[config.mk]
export PLATFORM = sky130hd
export DESIGN_NAME = ebtw_top
export DESIGN_NICKNAME = d
export VERILOG_FILES = /design/src/ebtw_top.v
export VERILOG_INCLUDE_DIRS = /design/src /design/src/src
export SDC_FILE = /design/constraint.sdc
export NUM_CORES = 1
export LEC_CHECK = 0
export ABC_AREA = 1
export BUFFER_PORTS_ARGS = -buffer_cell sky130_fd_sc_hd__buf_2
export CORE_ASPECT_RATIO = 1.25
export CORE_UTILIZATION = 52
export DETAILED_ROUTE_END_ITERATION = 7
export PLACE_DENSITY = 0.72
export SYNTH_ARGS = -nofsm -noshare
export SYNTH_HDL_FRONTEND = slang
export SYNTH_SLANG_ARGS = --single-unit
[constraint.sdc]
create_clock -name hclk -period 4.4 [get_ports hclk]
set_input_delay 0 -clock hclk [delete_from_list [all_inputs] [get_ports hclk]]
set_output_delay 0 -clock hclk [all_outputs]
set_load 0.005 [all_outputs]
[src/ebtw_regs.vh]
// register map, field positions and reset values of the external bus block
// assumes a 32-bit ahb-lite register window and byte addressing
`ifndef EBTW_REGS_VH
`define EBTW_REGS_VH
// register window: haddr[31:8] selects it, haddr[7:0] is the offset
`define EBTW_REG_BASE 24'h400080
`define EBTW_OFF_CTRL 8'h00
`define EBTW_OFF_PAGE 8'h04
`define EBTW_OFF_STAT 8'h08
`define EBTW_OFF_MASK 8'h0c
// bank n timing sets at 8'h10 + 8'h10*n: address +0, read +4, write +8
`define EBTW_SUB_ADDR 2'h0
`define EBTW_SUB_RD 2'h1
`define EBTW_SUB_WR 2'h2
// bus_control_set fields
`define EBTW_CTRL_BANK_EN 0
`define EBTW_CTRL_ITS 4
`define EBTW_CTRL_ALTERNATE_MAP_SELECT 5
`define EBTW_CTRL_NOIDLE 6
`define EBTW_CTRL_MODE 8
`define EBTW_CTRL_BL 12
`define EBTW_CTRL_NAND_EN 16
`define EBTW_CTRL_NAND_BANK 17
`define EBTW_CTRL_RST 19'h00000
// timing fields, 4 bits each
`define EBTW_T_SETUP 0
`define EBTW_T_STRB 4
`define EBTW_T_HOLD 8
`define EBTW_ATIM_RST 8'hff
`define EBTW_RWTIM_RST 12'hfff
`define EBTW_PAGE_ACC 0
`define EBTW_PAGE_EN 4
`define EBTW_PAGE_RST 5'h0f
// interrupt status bits
`define EBTW_IRQ_DONE 0
`define EBTW_IRQ_FAULT 1
`define EBTW_IRQ_REJECT 2
// address map
`define EBTW_CODE_LO 32'h12000000
`define EBTW_CODE_HI 32'h20000000
`endif

[src/ebtw_top.v]
// external parallel bus interface: ahb-lite slave, bank decode, width
// translation and per-state timing towards one shared external bus.
// assumes hclk drives both the ahb side and the external strobes.
//
// Chosen here: the AHB-Lite interface to the registers and the placing of the registers.
`timescale 1ns/10ps
`default_nettype none
`include "ebtw_regs.vh"
module ebtw_top (
  // clock and reset
  input wire hclk,
  input wire hresetn,
  // ahb-lite slave
  input wire hsel,
  input wire [31:0] haddr,
  input wire [1:0] htrans,
  input wire hwrite,
  input wire [2:0] hsize,
  input wire [31:0] hwdata,
  input wire hready,
  input wire hmaster_dma,
  output reg [31:0] hrdata,
  output reg hreadyout,
  output reg hresp,
  // external bus pins
  output reg [27:0] ext_addr,
  output reg [15:0] ext_dout,
  output reg ext_dout_oe_n,
  input wire [15:0] ext_din,
  output reg [3:0] bank_chip_select_n,
  output reg read_en_n,
  output reg write_en_n,
  output reg [1:0] byte_lane_n,
  output reg addr_latch,
  // interrupt
  output reg irq
);
  localparam [11:0] S_IDLE = 12'h001;
  localparam [11:0] S_PREP = 12'h002;
  localparam [11:0] S_GAP = 12'h004;
  localparam [11:0] S_ASET = 12'h008;
  localparam [11:0] S_AHLD = 12'h010;
  localparam [11:0] S_RSET = 12'h020;
  localparam [11:0] S_RSTB = 12'h040;
  localparam [11:0] S_RHLD = 12'h080;
  localparam [11:0] S_WSET = 12'h100;
  localparam [11:0] S_WSTB = 12'h200;
  localparam [11:0] S_WHLD = 12'h400;
  localparam [11:0] S_ERR = 12'h800;

  // zero in a minimum-one field counts as one
  function [3:0] min1;
    input [3:0] v;
    begin
      min1 = (v == 4'h0) ? 4'h1 : v;
    end
  endfunction

  // address decode: {valid, code, bank, offset}
  function [31:0] dec;
    input [31:0] a;
    input alt;
    begin
      dec = 32'h0;
      if (a >= `EBTW_CODE_LO && a < `EBTW_CODE_HI)
      begin
        if (a[27:25] >= 3'h4)
          dec = {2'b11, 2'h3, 1'b0, a[26:0]};
        else
          dec = {2'b11, a[26:25] - 2'h1, 3'h0, a[24:0]};
      end
      else if (!alt && a[31:28] == 4'h8)
        dec = {2'b10, a[27:26], 2'h0, a[25:0]};
      else if (alt && a[31:30] == 2'b10)
        dec = {2'b10, a[29:28], a[27:0]};
    end
  endfunction

  // configuration registers
  reg [18:0] ctrl_q;
  reg [4:0] page_q;
  reg [2:0] stat_q;
  reg [2:0] mask_q;
  reg [7:0] atim_q [0:3];
  reg [11:0] rtim_q [0:3];
  reg [11:0] wtim_q [0:3];
  // register write pending for the data phase
  reg wp_q;
  reg [7:0] woff_q;
  // transaction state
  reg [11:0] st_q;
  reg [11:0] st_d;
  reg [3:0] cnt_q;
  reg [1:0] pidx_q;
  reg [2:0] npc_q;
  reg wr_q;
  reg [1:0] size_q;
  reg [27:0] off_q;
  reg [1:0] bank_q;
  reg code_q;
  reg valid_q;
  reg dma_q;
  reg rmw_q;
  reg opwr_q;
  reg last_v_q;
  reg [1:0] last_bank_q;
  reg [31:0] rbuf_q;
  reg [31:0] rbuf_d;
  reg [31:0] wbuf_q;
  reg [15:0] rmwh_q;
  reg [2:0] stat_d;
  // external data synchroniser
  reg [15:0] din_s1_q;
  reg [15:0] din_s2_q;
  integer i;

  // effective settings of the addressed bank
  wire individual_timing_select = ctrl_q[`EBTW_CTRL_ITS];
  wire noidle = ctrl_q[`EBTW_CTRL_NOIDLE];
  wire [1:0] tsel = individual_timing_select ? bank_q : 2'h0;
  wire [7:0] at = atim_q[tsel];
  wire [11:0] rt = rtim_q[tsel];
  wire [11:0] wt = wtim_q[tsel];
  wire m16 = ctrl_q[`EBTW_CTRL_MODE + tsel];
  wire blf = ctrl_q[`EBTW_CTRL_BL + tsel];
  wire narrow = (size_q == 2'h0) && m16;
  wire nand_hit = ctrl_q[`EBTW_CTRL_NAND_EN] &&
    (ctrl_q[`EBTW_CTRL_NAND_BANK +: 2] == bank_q);
  wire fnand = wr_q && narrow && nand_hit;
  wire rej = !valid_q || (code_q && dma_q) ||
    !ctrl_q[`EBTW_CTRL_BANK_EN + bank_q];
  // ahb capture
  wire cap = hsel && htrans[1] && hready;
  wire rreg = (haddr[31:8] == `EBTW_REG_BASE);
  wire [31:0] dc = dec(haddr, ctrl_q[`EBTW_CTRL_ALTERNATE_MAP_SELECT]);
  // piece address: consecutive, incrementing from the low bytes
  wire [27:0] pa = m16 ? ({off_q[27:1], 1'b0} + {25'h0, pidx_q, 1'b0}) :
    (off_q + {26'h0, pidx_q});
  wire [7:0] wbyte = wbuf_q[{pa[1:0], 3'b000} +: 8];
  wire [7:0] nbyte = wbuf_q[{off_q[1:0], 3'b000} +: 8];
  wire [1:0] rsel = haddr[5:4] - 2'h1;

  // state length of the current state
  reg [3:0] dur;
  always @*
  begin
    case (st_q)
      S_ASET: dur = min1(at[`EBTW_T_SETUP +: 4]);
      S_AHLD: dur = at[`EBTW_T_STRB +: 4];
      S_RSET: dur = rt[`EBTW_T_SETUP +: 4];
      S_RSTB: dur = (page_q[`EBTW_PAGE_EN] && pidx_q != 2'h0) ?
        min1(page_q[`EBTW_PAGE_ACC +: 4]) :
        min1(rt[`EBTW_T_STRB +: 4]);
      S_RHLD: dur = rt[`EBTW_T_HOLD +: 4];
      S_WSET: dur = wt[`EBTW_T_SETUP +: 4];
      S_WSTB: dur = min1(wt[`EBTW_T_STRB +: 4]);
      S_WHLD: dur = wt[`EBTW_T_HOLD +: 4];
      default: dur = 4'h1;
    endcase
  end

  wire last = ({1'b0, cnt_q} + 5'h01) >= {1'b0, dur};
  // idle cycle before a transaction: always on a bank change
  wire gapn = last_v_q && (!noidle || last_bank_q != bank_q);
  wire [11:0] pstart = gapn ? S_GAP : S_ASET;
  wire [11:0] phase = opwr_q ?
    ((wt[`EBTW_T_SETUP +: 4] != 4'h0) ? S_WSET : S_WSTB) :
    ((rt[`EBTW_T_SETUP +: 4] != 4'h0) ? S_RSET : S_RSTB);
  wire more = rmw_q || ({1'b0, pidx_q} + 3'h1 < npc_q);
  // later pieces of one access stay in one bank, so only the idle setting matters
  wire [11:0] pend = more ? (noidle ? S_ASET : S_GAP) : S_IDLE;
  wire pdone = last && ((st_q == S_RSTB && rt[`EBTW_T_HOLD +: 4] == 4'h0) ||
    st_q == S_RHLD || (st_q == S_WSTB && wt[`EBTW_T_HOLD +: 4] == 4'h0) ||
    st_q == S_WHLD);

  // next state, zero-length states are stepped over
  always @*
  begin
    st_d = st_q;
    case (st_q)
      S_IDLE: if (cap && !rreg) st_d = S_PREP;
      S_PREP: st_d = (rej || fnand) ? S_ERR : pstart;
      S_GAP: st_d = S_ASET;
      S_ASET: if (last) st_d = (at[`EBTW_T_STRB +: 4] != 4'h0) ? S_AHLD : phase;
      S_AHLD: if (last) st_d = phase;
      S_RSET: if (last) st_d = S_RSTB;
      S_RSTB: if (last) st_d = pdone ? pend : S_RHLD;
      S_RHLD: if (last) st_d = pend;
      S_WSET: if (last) st_d = S_WSTB;
      S_WSTB: if (last) st_d = pdone ? pend : S_WHLD;
      S_WHLD: if (last) st_d = pend;
      S_ERR: st_d = S_IDLE;
      default: st_d = S_IDLE;
    endcase
  end

  // read data lands in the lanes of its byte address
  always @*
  begin
    rbuf_d = rbuf_q;
    if (st_q == S_RSTB && last && !rmw_q)
    begin
      if (m16)
        rbuf_d[{pa[1], 4'h0} +: 16] = din_s2_q;
      else
        rbuf_d[{pa[1:0], 3'b000} +: 8] = din_s2_q[7:0];
    end
  end

  // sticky events, set wins over the clear of a status read
  wire rd_stat = cap && rreg && !hwrite && haddr[7:0] == `EBTW_OFF_STAT;
  wire ev_done = pdone && !more;
  wire ev_fault = (st_q == S_PREP) && fnand && !rej;
  wire ev_rej = (st_q == S_PREP) && rej;
  always @*
  begin
    stat_d = rd_stat ? 3'h0 : stat_q;
    stat_d[`EBTW_IRQ_DONE] = stat_d[`EBTW_IRQ_DONE] | ev_done;
    stat_d[`EBTW_IRQ_FAULT] = stat_d[`EBTW_IRQ_FAULT] | ev_fault;
    stat_d[`EBTW_IRQ_REJECT] = stat_d[`EBTW_IRQ_REJECT] | ev_rej;
  end

  // register read value for the address phase
  reg [31:0] rdv;
  always @*
  begin
    rdv = 32'h0;
    case (haddr[7:0])
      `EBTW_OFF_CTRL: rdv = {13'h0, ctrl_q};
      `EBTW_OFF_PAGE: rdv = {27'h0, page_q};
      `EBTW_OFF_STAT: rdv = {29'h0, stat_q};
      `EBTW_OFF_MASK: rdv = {29'h0, mask_q};
      default:
      begin
        if (haddr[7:4] >= 4'h1 && haddr[7:4] <= 4'h4)
        begin
          case (haddr[3:2])
            `EBTW_SUB_ADDR: rdv = {24'h0, atim_q[rsel[1:0]]};
            `EBTW_SUB_RD: rdv = {20'h0, rtim_q[rsel[1:0]]};
            `EBTW_SUB_WR: rdv = {20'h0, wtim_q[rsel[1:0]]};
            default: rdv = 32'h0;
          endcase
        end
      end
    endcase
  end

  // registers, bus handshake and transaction bookkeeping
  always @(posedge hclk or negedge hresetn)
  begin
    if (!hresetn)
    begin
      ctrl_q <= `EBTW_CTRL_RST;
      page_q <= `EBTW_PAGE_RST;
      for (i = 0; i < 4; i = i + 1)
      begin
        atim_q[i] <= `EBTW_ATIM_RST;
        rtim_q[i] <= `EBTW_RWTIM_RST;
        wtim_q[i] <= `EBTW_RWTIM_RST;
      end
      stat_q <= 3'h0;
      mask_q <= 3'h0;
      irq <= 1'b0;
      wp_q <= 1'b0;
      woff_q <= 8'h00;
      st_q <= S_IDLE;
      cnt_q <= 4'h0;
      pidx_q <= 2'h0;
      npc_q <= 3'h1;
      wr_q <= 1'b0;
      size_q <= 2'h0;
      off_q <= 28'h0;
      bank_q <= 2'h0;
      code_q <= 1'b0;
      valid_q <= 1'b0;
      dma_q <= 1'b0;
      rmw_q <= 1'b0;
      opwr_q <= 1'b0;
      last_v_q <= 1'b0;
      last_bank_q <= 2'h0;
      rbuf_q <= 32'h0;
      wbuf_q <= 32'h0;
      rmwh_q <= 16'h0;
      din_s1_q <= 16'h0;
      din_s2_q <= 16'h0;
      hrdata <= 32'h0;
      hreadyout <= 1'b1;
      hresp <= 1'b0;
    end
    else
    begin
      din_s1_q <= ext_din;
      din_s2_q <= din_s1_q;
      stat_q <= stat_d;
      irq <= |(stat_d & mask_q);
      st_q <= st_d;
      cnt_q <= (st_d != st_q) ? 4'h0 : cnt_q + 4'h1;
      rbuf_q <= rbuf_d;
      wp_q <= cap && rreg && hwrite;
      if (cap)
      begin
        woff_q <= haddr[7:0];
        wr_q <= hwrite;
        size_q <= hsize[1:0];
        dma_q <= hmaster_dma;
        valid_q <= dc[31];
        code_q <= dc[30];
        bank_q <= dc[29:28];
        off_q <= dc[27:0];
        if (rreg && !hwrite)
          hrdata <= rdv;
        if (!rreg)
          hreadyout <= 1'b0;
      end
      // register writes in the data phase
      if (wp_q)
      begin
        case (woff_q)
          `EBTW_OFF_CTRL: ctrl_q <= hwdata[18:0];
          `EBTW_OFF_PAGE: page_q <= hwdata[4:0];
          `EBTW_OFF_MASK: mask_q <= hwdata[2:0];
          default:
          begin
            if (woff_q[7:4] >= 4'h1 && woff_q[7:4] <= 4'h4)
            begin
              case (woff_q[3:2])
                `EBTW_SUB_ADDR: atim_q[woff_q[5:4] - 2'h1] <= hwdata[7:0];
                `EBTW_SUB_RD: rtim_q[woff_q[5:4] - 2'h1] <= hwdata[11:0];
                `EBTW_SUB_WR: wtim_q[woff_q[5:4] - 2'h1] <= hwdata[11:0];
                default: ;
              endcase
            end
          end
        endcase
      end
      // translate the access into external pieces
      if (st_q == S_PREP)
      begin
        wbuf_q <= hwdata;
        rbuf_q <= 32'h0;
        pidx_q <= 2'h0;
        if (m16)
          npc_q <= (size_q == 2'h2) ? 3'h2 : 3'h1;
        else
          npc_q <= (size_q == 2'h2) ? 3'h4 : ((size_q == 2'h1) ? 3'h2 : 3'h1);
        rmw_q <= wr_q && narrow && !blf;
        opwr_q <= wr_q && !(narrow && !blf);
        if (rej || fnand)
          hresp <= 1'b1;
      end
      if (st_q == S_ERR)
        hreadyout <= 1'b1;
      else if (st_q == S_IDLE)
        hresp <= 1'b0;
      if (st_q == S_RSTB && last && rmw_q)
        rmwh_q <= din_s2_q;
      if (pdone)
      begin
        last_v_q <= 1'b1;
        last_bank_q <= bank_q;
        if (rmw_q)
        begin
          rmw_q <= 1'b0;
          opwr_q <= 1'b1;
        end
        else if (more)
          pidx_q <= pidx_q + 2'h1;
        else
        begin
          hreadyout <= 1'b1;
          hrdata <= rbuf_d;
        end
      end
    end
  end

  // pins follow the state one cycle later
  wire act = (st_q & (S_ASET | S_AHLD | S_RSET | S_RSTB | S_RHLD |
    S_WSET | S_WSTB | S_WHLD)) != 12'h0;
  always @(posedge hclk or negedge hresetn)
  begin
    if (!hresetn)
    begin
      ext_addr <= 28'h0;
      ext_dout <= 16'h0;
      ext_dout_oe_n <= 1'b1;
      bank_chip_select_n <= 4'hf;
      read_en_n <= 1'b1;
      write_en_n <= 1'b1;
      byte_lane_n <= 2'b11;
      addr_latch <= 1'b0;
    end
    else
    begin
      ext_addr <= pa;
      bank_chip_select_n <= act ? ~(4'h1 << bank_q) : 4'hf;
      addr_latch <= (st_q == S_ASET);
      read_en_n <= (st_q != S_RSTB);
      write_en_n <= (st_q != S_WSTB);
      ext_dout_oe_n <= !(act && opwr_q);
      if (!m16)
        byte_lane_n <= 2'b10;
      else if (narrow && blf)
        byte_lane_n <= off_q[0] ? 2'b01 : 2'b10;
      else
        byte_lane_n <= 2'b00;
      if (!m16)
        ext_dout <= {8'h00, wbyte};
      else if (narrow && !blf)
        ext_dout <= off_q[0] ? {nbyte, rmwh_q[7:0]} : {rmwh_q[15:8], nbyte};
      else
        ext_dout <= wbuf_q[{pa[1], 4'h0} +: 16];
    end
  end
endmodule
`default_nettype wire

==> metrics.md, run 1 <==
| Metric | Value |
|---|---|
| Status | complete, no violations |
| Max frequency | between 200 and 250 MHz |
| Sequential area share after synthesis | roughly 47% |
| Synth area leaders | dfrtp_1, dfstp_2, nand2_1, o21ai_0, inv_1 |
| Initial core utilization | between 50% and 60% |
| Compound-Gate Fraction of Synth Area | between 10% and 20% |
| Routed length per placed instance | 19.0 um |
| Clk buf depth | 3 |
| Max IR drop VDD | between 0.3 and 0.4 mV |
| # DRC | 0 |
| Synth cell types | 53 |
| DRT Pass-1 Iters | 6 |
| Setup Fix Bufs, Post-CTS | 0 |
| Crit Path Class | flop to flop |
| Combinational share of power | 22.0% |
| Inserted Clock Buffers | 45 |
| Fin. Hold Viols | 0 |
| Slowest stage delay, CP | roughly 0.62 ns |
| Mapped Nets | ~3100 |
| Synth Instances | a little over 3000 |
| Xor/xnor cell area share of the yosys netlist | around 1.1% |
| Reg2reg path depth | 21 |
| Clock Latency Late Sink | 0.60 ns |
| Power share of the clock group | 36.8% |
| GR Overflow Total | 0 |
| Max_cap viols | 0 |
| Synth warnings | 0 |
| Worst relative slew slack | roughly 30% |
| Worst Max-Slew Pin Slew | 1.06 ns |
| Worst endpoint required time | 4.91 ns |
| Root Driver | clkbuf_16 |
| PortBufs | 177 |
| Final Util | just over 60% |
| Worst Setup Start Kind | flop |
| Switching Share | 31.7% |
| WL final | 73100 um |
| CTS tree | done |
| Vias | around 22000 |
| Register bit total from synthesis | 430 |
| Critical register-to-register path startpoint | ctrl_q[4]$_DFFE_PN0P_ |
| WP data arrival | 4.52 ns |
| CTS H-tree depth | 2 |
| Reg area | 10900 sq um |
| Syn-to-layout area delta | 16.4% |
| CORE AREA | 43400 sq um |
| Vias in the first global route | 21100 |
| Critical-path maximum fanout | 27 |
| Setup ws final | 0.386 ns |
| Post-synthesis mux area share | 0.684% |
| # nets final | ~3400 |
| Slowest cell on crit path | dfrtp_1 |
| Setup TNS | 0 ns |
| Antenna diode count | 0 |
| Avg Inst Size Synth | around 7.6 sq um |
| Die W | approximately 190 um |
| Pre-CTS setup slack | approximately 0.45 ns |
| Area leader, netlist | dfrtp_1 |
| Tmin final | 4.01 ns |
| Largest net degree at the start of global routing | 111 |
| Most common cell on crit path | nand2_1 |
| Num rows | 85 |
| Synthesized area | roughly 23000 sq um |
| Top_reg_cell synth | dfrtp_1 |
| Worst-path clk slew | about 0.070 ns |
| Post-synthesis simple-gate area fraction | between 20% and 30% |
| Initial antenna violation count | 1 |
| Gpl congestion | around 0.94 |
| Slew Viols, Final | 0 |
| Reg2Reg Setup Slack | between 0.3 and 0.4 ns |
| CP Capture Type | flop |
| Multi-input logic area | slightly above 10000 sq um |
| Filler instances | 3798 |
| Total Power | roughly 11 mW |
| Critical Path, Cell by Cell | nand2_4 > inv_2 > o21ai_0 > o21ai_1 > nand2_1 > o21ai_1 > nand2_1 > nand2_1 > nor2_1 > nand2_1 > ha_1 > nand2_1 > nor2_1 > nand2_1 > nand4_4 > nand3_4 > clkinv_1 > buf_4 > nand3b_1 > nand2_1 > o21ai_1 |
| Sw power | 3.60 mW |
| Share of the synthesized area in the top cell type | 31.0% |
| Reg2reg end | hrdata[20]$_DFF_PN0_ |
| Area of the die | approximately 45000 sq um |
| Post-Route Skew | about 0.027 ns |
| Hold WC Path Type | input pin to async pin |
| Power density cells | about 420 nW/um^2 |
| Die height | approximately 240 um |
| # IOs | 180 |
| Routed vias/inst | approximately 5.7 |
| Fin crit share | 91.2% |
| Initial DRC Count | 1842 |
| First-pass GRT wire length | 115000 um |
| Total Routing Usage GR | 32.9% |
| Reg power frac | approximately 40% |
| Share of cells above drive strength 1 | between 10% and 20% |
| Setup-failing EPs final | 0 |
| Pleak | 14.0 nW |
| Pint | slightly below 8 mW |
| Post-synth EDFFs | 0 |
| Async set-or-reset flop fraction in the synthesized netlist | between 90% and 100% |
| Routed Antenna Nets | 0 |
| Main combinational cell family by area after synthesis | simple AND/OR/NAND/NOR gates |
| Adder-cell share of the synthesized area | under 10% |
| RSZ-0062 raised after global routing | no |
| # clock sinks | 430 |
| DP Wirelength | between 50000 and 60000 um |
power groups by stage:
stage	Sequential, mW	Clock [mW]	Combinational (mW)
after global placement	4.71	0	2.34
after CTS	4.65	4.24	2.47
final	4.67	4.18	2.50
after global routing	4.71	4.39	2.79
after floorplan	4.63	0	1.55
after detailed placement	4.72	0	2.40
through the flow:
stage               std cells  hold WS, ns  instance area [sq um]
global placement         3672        0.108                  24300
detailed placement       3672        0.108                  24300
floorplan                3028       -0.296                  23100
finish                   3844       0.0419                  26800
CTS                      3844       0.0170                  26800
global route             3844       0.0384                  26800
worst max path at each step:
stage,slack [ns],to,startpoint,depth (start not counted)
finish,0.39,hrdata[20]$_DFF_PN0_,ctrl_q[4]$_DFFE_PN0P_,21
global route,0.21,hrdata[20]$_DFF_PN0_,ctrl_q[4]$_DFFE_PN0P_,18
CTS,0.43,hrdata[20]$_DFF_PN0_,ctrl_q[4]$_DFFE_PN0P_,21
detailed placement,0.45,hrdata[17]$_DFF_PN0_,ctrl_q[4]$_DFFE_PN0P_,21
global placement,0.60,hrdata[20]$_DFF_PN0_,ctrl_q[4]$_DFFE_PN0P_,19
floorplan,1.31,hrdata[7]$_DFF_PN0_,ctrl_q[4]$_DFFE_PN0P_,22
cells in the final DEF (no fill, tap or decap), types with 90 or more instances in the layout:
cell type and count:
o21ai_0 333, nand3_1 140, dfstp_2 144, a21oi_1 95
dfrtp_1 286, buf_2 176, inv_1 298, dlygate4sd3_1 90
nand2_1 965, nor2_1 235
worst max-delay path: cells and delay by family (launching register included):
kind	cells	cell delay, ns
AOI/OAI and AO/OA	4	0.96
DFF	1	0.62
and+or+nand+nor	13	1.27
adders and majority gates	1	0.23
buffers and inverters	3	0.82
kinds of logic (layout without fill, tap and decap cells):
family | count (synthesis) | in the layout
adders and majority gates | 26 | 26
muxes | 14 | 14
xor gates and xnor gates | 30 | 30
DFF | 430 | 430
AOI/OAI and AO/OA | 609 | 609
and+or+nand+nor | 1455 | 1455
buffers and inverters | 464 | 715
routing by layer:
layer / wire length (um) / up-vias / global-route usage (%) / share of wire [%]
met5: 0 / - / 0 / 0
met4: 4800 / 0 / 20.2 / 6.6
met3: 5360 / 261 / 4.58 / 7.3
met2: 34700 / 1047 / 53.9 / 47
met1: 28300 / 10200 / 41.1 / 39
li1: - / 10200 / - / -
Yosys cell counts (all sizes together), types with 2 or more instances:
| library cell | count |
|---|---|
| a22oi | 3 |
| o311ai | 8 |
| o31ai | 11 |
| nand4 | 26 |
| o221ai | 12 |
| mux2 | 14 |
| buf | 75 |
| nor2 | 248 |
| a22o | 2 |
| a31oi | 5 |
| dfrtp | 286 |
| inv | 313 |
| fa | 2 |
| ha | 24 |
| nor3 | 27 |
| dfstp | 144 |
| o22ai | 44 |
| o211ai | 55 |
| xor2 | 29 |
| nand3 | 145 |
| a21oi | 95 |
| clkinv | 6 |
| clkbuf | 70 |
| nand3b | 11 |
| nor4 | 6 |
| or2 | 11 |
| nand2 | 979 |
| o21ai | 371 |
cell type report:
class                      count  share of cell area (%)
clock buffer                  61                    4.80
tap                          565                    2.63
clock inverter                21                    1.19
timing repair buffer         314                    8.29
sequential                   430                    40.8
multi-input combinational   2134                    37.9
inverter                     319                    4.47
timing repair:
item | CTS | global route
hold buffers | 90 | 0
hold endpoints to repair | 248 | 0
resized for setup | 0 | 0
state kept, by name, summed over array words and instances, names as in the netlist, 19 cells and up:
register / count
wbuf_q: 32
ext_addr: 28
rbuf_q: 32
rtim_q: 48
hrdata: 32
wtim_q: 48
atim_q: 32
ctrl_q: 19
off_q: 28
No activity file was read; power rests on OpenSTA's default activity.
==> inputs of run 2 (changes only) <==
ABC_AREA = default   (was 1)
==> run 2 against run 1 <==
Net effect:
- core utilization grew 0.57 points
- register-to-register slack got worse by 0.16 ns
- cell count fell by 30%
==> metrics.md, run 2 <==
| Metric | Value |
|---|---|
| Vias | 16300 |
| GR Overflow Total | 0 |
| Finished Cell Area | between 20000 and 30000 sq um |
| Most common cell in the synthesized netlist | dfrtp_1 |
| Hold Path Origin | haddr[31] |
| Pleak | 11.2 nW |
| Post-synth EDFFs | 0 |
| Routed length per placed instance | about 23 um |
| Status | complete, no violations |
| Vias in the first global route | roughly 17000 |
| Commonest non-fill, non-tap cell in the layout | dfrtp_1 |
| Reg2reg path depth | 14 |
| Final Util | a little over three fifths |
| Most frequent cells in the layout | dfrtp_1, nand2_1, buf_2 |
| Post-Route Skew | between 0.015 and 0.02 ns |
| Synth cell types | 79 |
| Worst Setup Start Kind | flop |
| # nets final | roughly 2200 |
| Synthesized area | around 21000 sq um |
| Cell Area, Placed | 22900 sq um |
| Avg Inst Size Synth | roughly 11 sq um |
| Power share of the clock group | a little over a third |
| Worst relative slew slack | between 20% and 30% |
| Syn-to-layout area delta | 17.5% |
| Die W | roughly 180 um |
| # placed instances | between 2000 and 3000 |
| Worst Max-Slew Pin Slew | ~1.1 ns |
| Max_cap viols | 0 |
| Inserted Clock Buffers | 43 |
| Share of cells above drive strength 1 | 32.2% |
| Area leader, netlist | dfrtp_1 |
| Sequential area share after synthesis | roughly 51% |
| Reg2Reg Setup Slack | 0.23 ns |
| Hold endpoint | bank_q[1]$_DFFE_PN0P_ |
| Total Routing Usage GR | between 20 and 30% |
| Compound-Gate Fraction of Synth Area | a little under an eighth |
| WL final | between 60000 and 70000 um |
| Commonest cells in the synthesized netlist | dfrtp_1, nand2_1, mux2_2 |
| Pint | 7.12 mW |
| Sw power | roughly 2.9 mW |
| Filler instances | 3186 |
| # IOs | 180 |
| CTS H-tree depth | 2 |
| Worst-path clk slew | 0.06 ns |
| Biggest regs | rtim_q: 48 flops, wtim_q: 48 flops |
| Max IR drop VDD | between 0.2 and 0.25 mV |
| Adder-cell share of the synthesized area | approximately 1.6% |
| Die height | between 200 and 250 um |
| Xor/xnor cell area share of the yosys netlist | 1.51% |
| Hold WC Path Type | input pin to flop |
| Area of the die | approximately 42000 sq um |
| Routed vias/inst | 6.06 |
| Setup-failing EPs final | 0 |
| Fin crit share | roughly 95% |
| Crit Path Class | flop to flop |
| Multi-input logic area | 9790 sq um |
| Power density cells | 397 nW/um^2 |
| Max frequency | roughly 240 MHz |
| Reg2reg end | hrdata[21]$_DFF_PN0_ |
| Reg power frac | a little under half |
| Initial DRC Count | 1385 |
| DP Wirelength | 41400 um |
| RSZ-0062 raised after global routing | no |
| CP Capture Type | flop |
| Switching Share | 28.7% |
| PortBufs | 177 |
| WP data arrival | ~4.7 ns |
| Synth area leaders | dfrtp_1, dfstp_2, mux2_2, nand2_1, mux2i_1 |
| Main combinational cell family by area after synthesis | multiplexers |
| Critical-path maximum fanout | 8 |
| Synth Instances | between 1500 and 2000 |
| Finished Layout Cells | roughly 2700 |
| Synth warnings | 0 |
| Clk buf depth | 3 |
| Async set-or-reset flop fraction in the synthesized netlist | 100% |
| Fin. Hold Viols | 0 |
| Num rows | 82 |
| Routed Antenna Nets | 0 |
| Register bit total from synthesis | 430 |
| Tmin final | between 4 and 5 ns |
| Post-synthesis simple-gate area fraction | a little over an eighth |
| Largest net degree at the start of global routing | 131 |
| Combinational share of power | between 10% and 20% |
| CORE AREA | 40300 sq um |
| Post-synthesis mux area share | roughly 18% |
| Initial antenna violation count | 1 |
| Reg area | approximately 11000 sq um |
| Setup TNS | 0 ns |
| Gpl congestion | between 0.9 and 1 |
| Critical register-to-register path startpoint | bank_q[0]$_DFFE_PN0P_ |
| Share of the synthesized area in the top cell type | roughly 33% |
| Top_reg_cell synth | dfrtp_1 |
| Antenna diode count | 0 |
| Hold path depth | 5 |
| # DRC | 0 |
| Slew Viols, Final | 0 |
| # clock sinks | 430 |
| DRT Pass-1 Iters | 7 |
| Clock Latency Late Sink | about 0.56 ns |
| Initial core utilization | 53.1% |
| CTS tree | done |
| Root Driver | clkbuf_16 |
| First-pass GRT wire length | roughly 96000 um |
| Worst endpoint required time | between 4 and 5 ns |
| Mapped Nets | ~2000 |
run 2: layout make-up:
class / instances / area share [%]
multi-input cells: 1294 / 38.9
repair buffers: 320 / 9.07
clock inverters: 14 / 0.348
clock buffers: 65 / 5.16
flip-flops and latches: 430 / 43.5
well taps: 546 / 2.71
inverters: 22 / 0.338
run 2: layer usage:
layer  global-route usage, %  vias up  share of wire (%)
met5                       0        -                  0
met4                    13.8        0                4.6
met3                    4.27      162                5.8
met2                    50.2      638                 50
met1                    36.9     8247                 40
li1                        -     7266                  -
run 2: cells by family (layout without fill, tap and decap cells):
group           Yosys count  in the layout
simple gates            576            576
flops                   430            430
compound gates          342            342
mux                     313            313
buf+inv                 154            421
xor+xnor                 37             37
fa+ha+maj                26             26
run 2: stage by stage:
| step | hold WS (ns) | power (mW) | worst slack [ns] |
|---|---|---|---|
| 5_1_grt | 0.0401 | 10.4 | 0.0489 |
| 3_3_place_gp | 0.108 | 6.28 | 0.285 |
| 4_1_cts | 0.0143 | 10.0 | 0.0653 |
| 6_report | 0.0488 | 9.99 | 0.231 |
| 3_5_place_dp | 0.110 | 6.34 | 0.124 |
| 2_1_floorplan | -0.296 | 5.66 | 0.439 |
run 2: worst max path at each step:
stage | from | end | depth (start not counted) | slack [ns]
finish | bank_q[0]$_DFFE_PN0P_ | hrdata[21]$_DFF_PN0_ | 14 | 0.23
detailed placement | ctrl_q[4]$_DFFE_PN0P_ | pidx_q[1]$_DFF_PN0_ | 14 | 0.12
global placement | bank_q[0]$_DFFE_PN0P_ | pidx_q[1]$_DFF_PN0_ | 15 | 0.28
global route | bank_q[0]$_DFFE_PN0P_ | hrdata[22]$_DFF_PN0_ | 14 | 0.05
CTS | bank_q[0]$_DFFE_PN0P_ | pidx_q[1]$_DFF_PN0_ | 15 | 0.07
floorplan | bank_q[0]$_DFFE_PN0P_ | rmwh_q[10]$_DFFE_PN0P_ | 20 | 0.44
run 2: worst max-delay path: stages (launching register included):
cell       delay, ns
dfrtp_2         0.41
and2_0          0.34
mux2_2          0.37
o21ai_0         0.44
a2bb2oi_1       0.22
a2bb2oi_1       0.18
nand4_1         0.11
ha_1            0.27
nand2b_1        0.14
a211oi_1        0.29
o21a_1          0.35
buf_4           0.21
a2111o_1        0.33
a22oi_1         0.18
mux2i_1         0.21
run 2: repair_timing:
action,in CTS,in global routing
hold endpoints to repair,310,0
endpoints found under the setup margin,0,37
resized for setup,0,3
buffers inserted,0,0
hold buffers,90,0
run 2: power groups by stage:
stage	sequential, mW	combinational (mW)	clock (mW)
finish	4.65	1.72	3.61
global route	4.69	1.90	3.82
CTS	4.64	1.71	3.66
detailed placement	4.71	1.63	0
global placement	4.68	1.59	0
floorplan	4.60	1.05	0
==> inputs of run 3 (changes only) <==
CELL_PAD_IN_SITES_DETAIL_PLACEMENT = 0   (was default)
CELL_PAD_IN_SITES_GLOBAL_PLACEMENT = 1   (was default)
CORE_UTILIZATION = 49   (was 52)
PLACE_DENSITY = 0.82   (was 0.72)
SLEW_MARGIN = 20   (was default)
==> run 3 against run 2 <==
Net effect:
- sequential cell count unchanged
- clock-buffer cell count grew 3
- die area is 6.1% higher
- via count fell by 0.65%
- hold slack about the same
- core utilization shrank 3.7 points
- sequential share of layout area fell by 0.19 points
- critical path depth up 1
- total power is 0.31% higher
- highest routed layer unchanged
- register-to-register slack improved by 0.12 ns
- critical endpoint is now pidx_q[1]$_DFF_PN0_
==> metrics.md, run 3 (synthesized netlist as in run 2, its figures left out) <==
| Metric | Value |
|---|---|
| Status | complete, no violations |
| Critical register-to-register path startpoint | ctrl_q[4]$_DFFE_PN0P_ |
| Reg area | roughly 11000 sq um |
| Num rows | 85 |
| Clk buf depth | 3 |
| Setup ws final | ~0.35 ns |
| Vias in the first global route | around 17000 |
| Most common cell on crit path | buf_4 |
| Pleak | ~11 nW |
| Worst-path clk slew | around 0.07 ns |
| WL final | 61800 um |
| Slowest stage delay, CP | approximately 0.42 ns |
| WP data arrival | 4.50 ns |
| # clock sinks | between 400 and 500 |
| # nets final | approximately 2200 |
| Commonest non-fill, non-tap cell in the layout | dfrtp_1 |
| Fin crit share | around 92% |
| First-pass GRT wire length | just under 100000 um |
| Worst Max-Slew Pin Slew | 1.06 ns |
| Power density cells | slightly below 400 nW/um^2 |
| CTS H-tree depth | 2 |
| Final Util | 58.7% |
| Reg2reg end | pidx_q[1]$_DFF_PN0_ |
| CP Capture Type | flop |
| Total Power | around 10 mW |
| Pre-CTS setup slack | ~0.3 ns |
| Tmin final | around 4 ns |
| Die height | between 200 and 250 um |
| Critical Path, Cell by Cell | buf_4 > nand2_1 > buf_4 > buf_4 > a31oi_1 > a222oi_1 > o221ai_1 > a21oi_1 > ha_1 > o21ai_0 > o21ai_1 > nand4_1 > a311oi_2 > buf_4 > mux2_1 |
| Initial antenna violation count | 0 |
| Critical-path maximum fanout | 21 |
| # IOs | 180 |
| Worst Setup Start Kind | flop |
| Routed Antenna Nets | 0 |
| Setup-failing EPs final | 0 |
| Max frequency | between 200 and 250 MHz |
| Most frequent cells in the layout | dfrtp_1, nand2_1, buf_2 |
| Routed length per placed instance | around 23 um |
| Busiest grt layer | met2 |
| Largest net degree at the start of global routing | 150 |
| GR Util met1 | 35.8% |
| PortBufs | between 150 and 200 |
| Hold_ws | approximately 0.049 ns |
| GR Overflow Total | 0 |
| Initial core utilization | between 40 and 50% |
| Reg2Reg Setup Slack | between 0.3 and 0.4 ns |
| Post-Route Skew | between 0.02 and 0.03 ns |
| Die W | between 150 and 200 um |
| Antenna diode count | 0 |
| Slowest cell on crit path | a222oi_1 |
| Crit Path Class | flop to flop |
| Initial DRC Count | about 1200 |
| Cell family with most CP delay | compound AO/OA/AOI/OAI gates |
| Fin. Hold Viols | 0 |
| Max_cap viols | 0 |
| Total Routing Usage GR | around 28% |
| Global routing usage on met3 | 3.79% |
| Setup TNS | 0 ns |
| RSZ-0062 raised after global routing | no |
| Worst endpoint required time | 4.85 ns |
| Cell Area, Placed | 23000 sq um |
| Syn-to-layout area delta | 18.0% |
| Multi-input logic area | 9780 sq um |
| Share of cells above drive strength 1 | about a third |
| Reg2reg path depth | 15 |
| Met2 Track Usage GR | a little under half |
| Gpl congestion | around 0.94 |
| # DRC | 0 |
| Root Driver | clkbuf_16 |
| Routed vias/inst | between 5 and 6 |
| Max IR drop VDD | 0.301 mV |
| Filler instances | ~3600 |
| Vias | about 16000 |
| CTS tree | done |
| DP Wirelength | ~43000 um |
| Inserted Clock Buffers | 43 |
| Hold WC Path Type | input pin to async pin |
| Clock Latency Late Sink | between 0.5 and 0.6 ns |
| Finished Layout Cells | between 2000 and 3000 |
| # placed instances | approximately 2500 |
| CP Buf/Inv Count | 4 |
| Biggest regs | rtim_q: 48 flops, wtim_q: 48 flops |
| Finished Cell Area | roughly 25000 sq um |
| CORE AREA | 43100 sq um |
| Worst relative slew slack | 29.3% |
| DRT Pass-1 Iters | 7 |
| Slew Viols, Final | 0 |
| Area of the die | 44600 sq um |
==> run 3: changes by cell type in the layout (fill, tap and decap cells not counted), sizes merged <==
| cell | before | now |
|---|---|---|
| buf | 230 | 238 |
| clkbuf | 65 | 68 |
| clkinv | 10 | 7 |
| inv | 25 | 23 |
| bufinv | 0 | 1 |
| dlygate4sd3 | 90 | 89 |
==> run 3: worst max path at each step <==
stage | start | endpoint | slack [ns] | depth (start not counted)
after floorplan | bank_q[0]$_DFFE_PN0P_ | rmwh_q[10]$_DFFE_PN0P_ | 0.44 | 20
after global placement | ctrl_q[4]$_DFFE_PN0P_ | pidx_q[1]$_DFF_PN0_ | 0.37 | 15
after detailed placement | ctrl_q[4]$_DFFE_PN0P_ | pidx_q[1]$_DFF_PN0_ | 0.30 | 15
after CTS | ctrl_q[4]$_DFFE_PN0P_ | pidx_q[1]$_DFF_PN0_ | 0.28 | 15
after global routing | ctrl_q[4]$_DFFE_PN0P_ | pidx_q[1]$_DFF_PN0_ | 0.09 | 15
final | ctrl_q[4]$_DFFE_PN0P_ | pidx_q[1]$_DFF_PN0_ | 0.35 | 15
==> run 3: final cells by class <==
cell class,instances,area share [%]
clock buffers,68,5.02
multi-input cells,1294,38.7
well taps,565,2.80
flip-flops and latches,430,43.3
clock inverters,10,0.455
inverters,22,0.337
repair buffers,327,9.40
==> run 3: timing repair <==
item                       4_1_cts  5_1_grt
hold endpoints to repair       535        0
setup endpoints to repair        0       10
hold buffers                    90        0
buffers inserted                 0        1
gates resized for setup          0        1
==> run 3: worst reg2reg max path, stage by stage (launching register included) <==
cell and delay, ns:
dfrtp_1 0.38, buf_4 0.18, nand2_1 0.19, buf_4 0.25, buf_4 0.26, a31oi_1 0.20, a222oi_1 0.42, o221ai_1 0.19
a21oi_1 0.15, ha_1 0.17, o21ai_0 0.10, o21ai_1 0.28, nand4_1 0.28, a311oi_2 0.38, buf_4 0.18, mux2_1 0.32
==> run 3: report_power, final <==
group | switching [mW] | internal [mW]
combinational | 0.993 | 0.734
clock | 1.57 | 2.05
sequential | 0.318 | 4.35
total | 2.88 | 7.13
==> run 3: routing by layer <==
| layer | share of wire (%) | wire length, um |
|---|---|---|
| met5 | 0 | 0 |
| met4 | 4.4 | 2740 |
| met3 | 5.0 | 3080 |
| met2 | 50 | 30900 |
| met1 | 41 | 25100 |
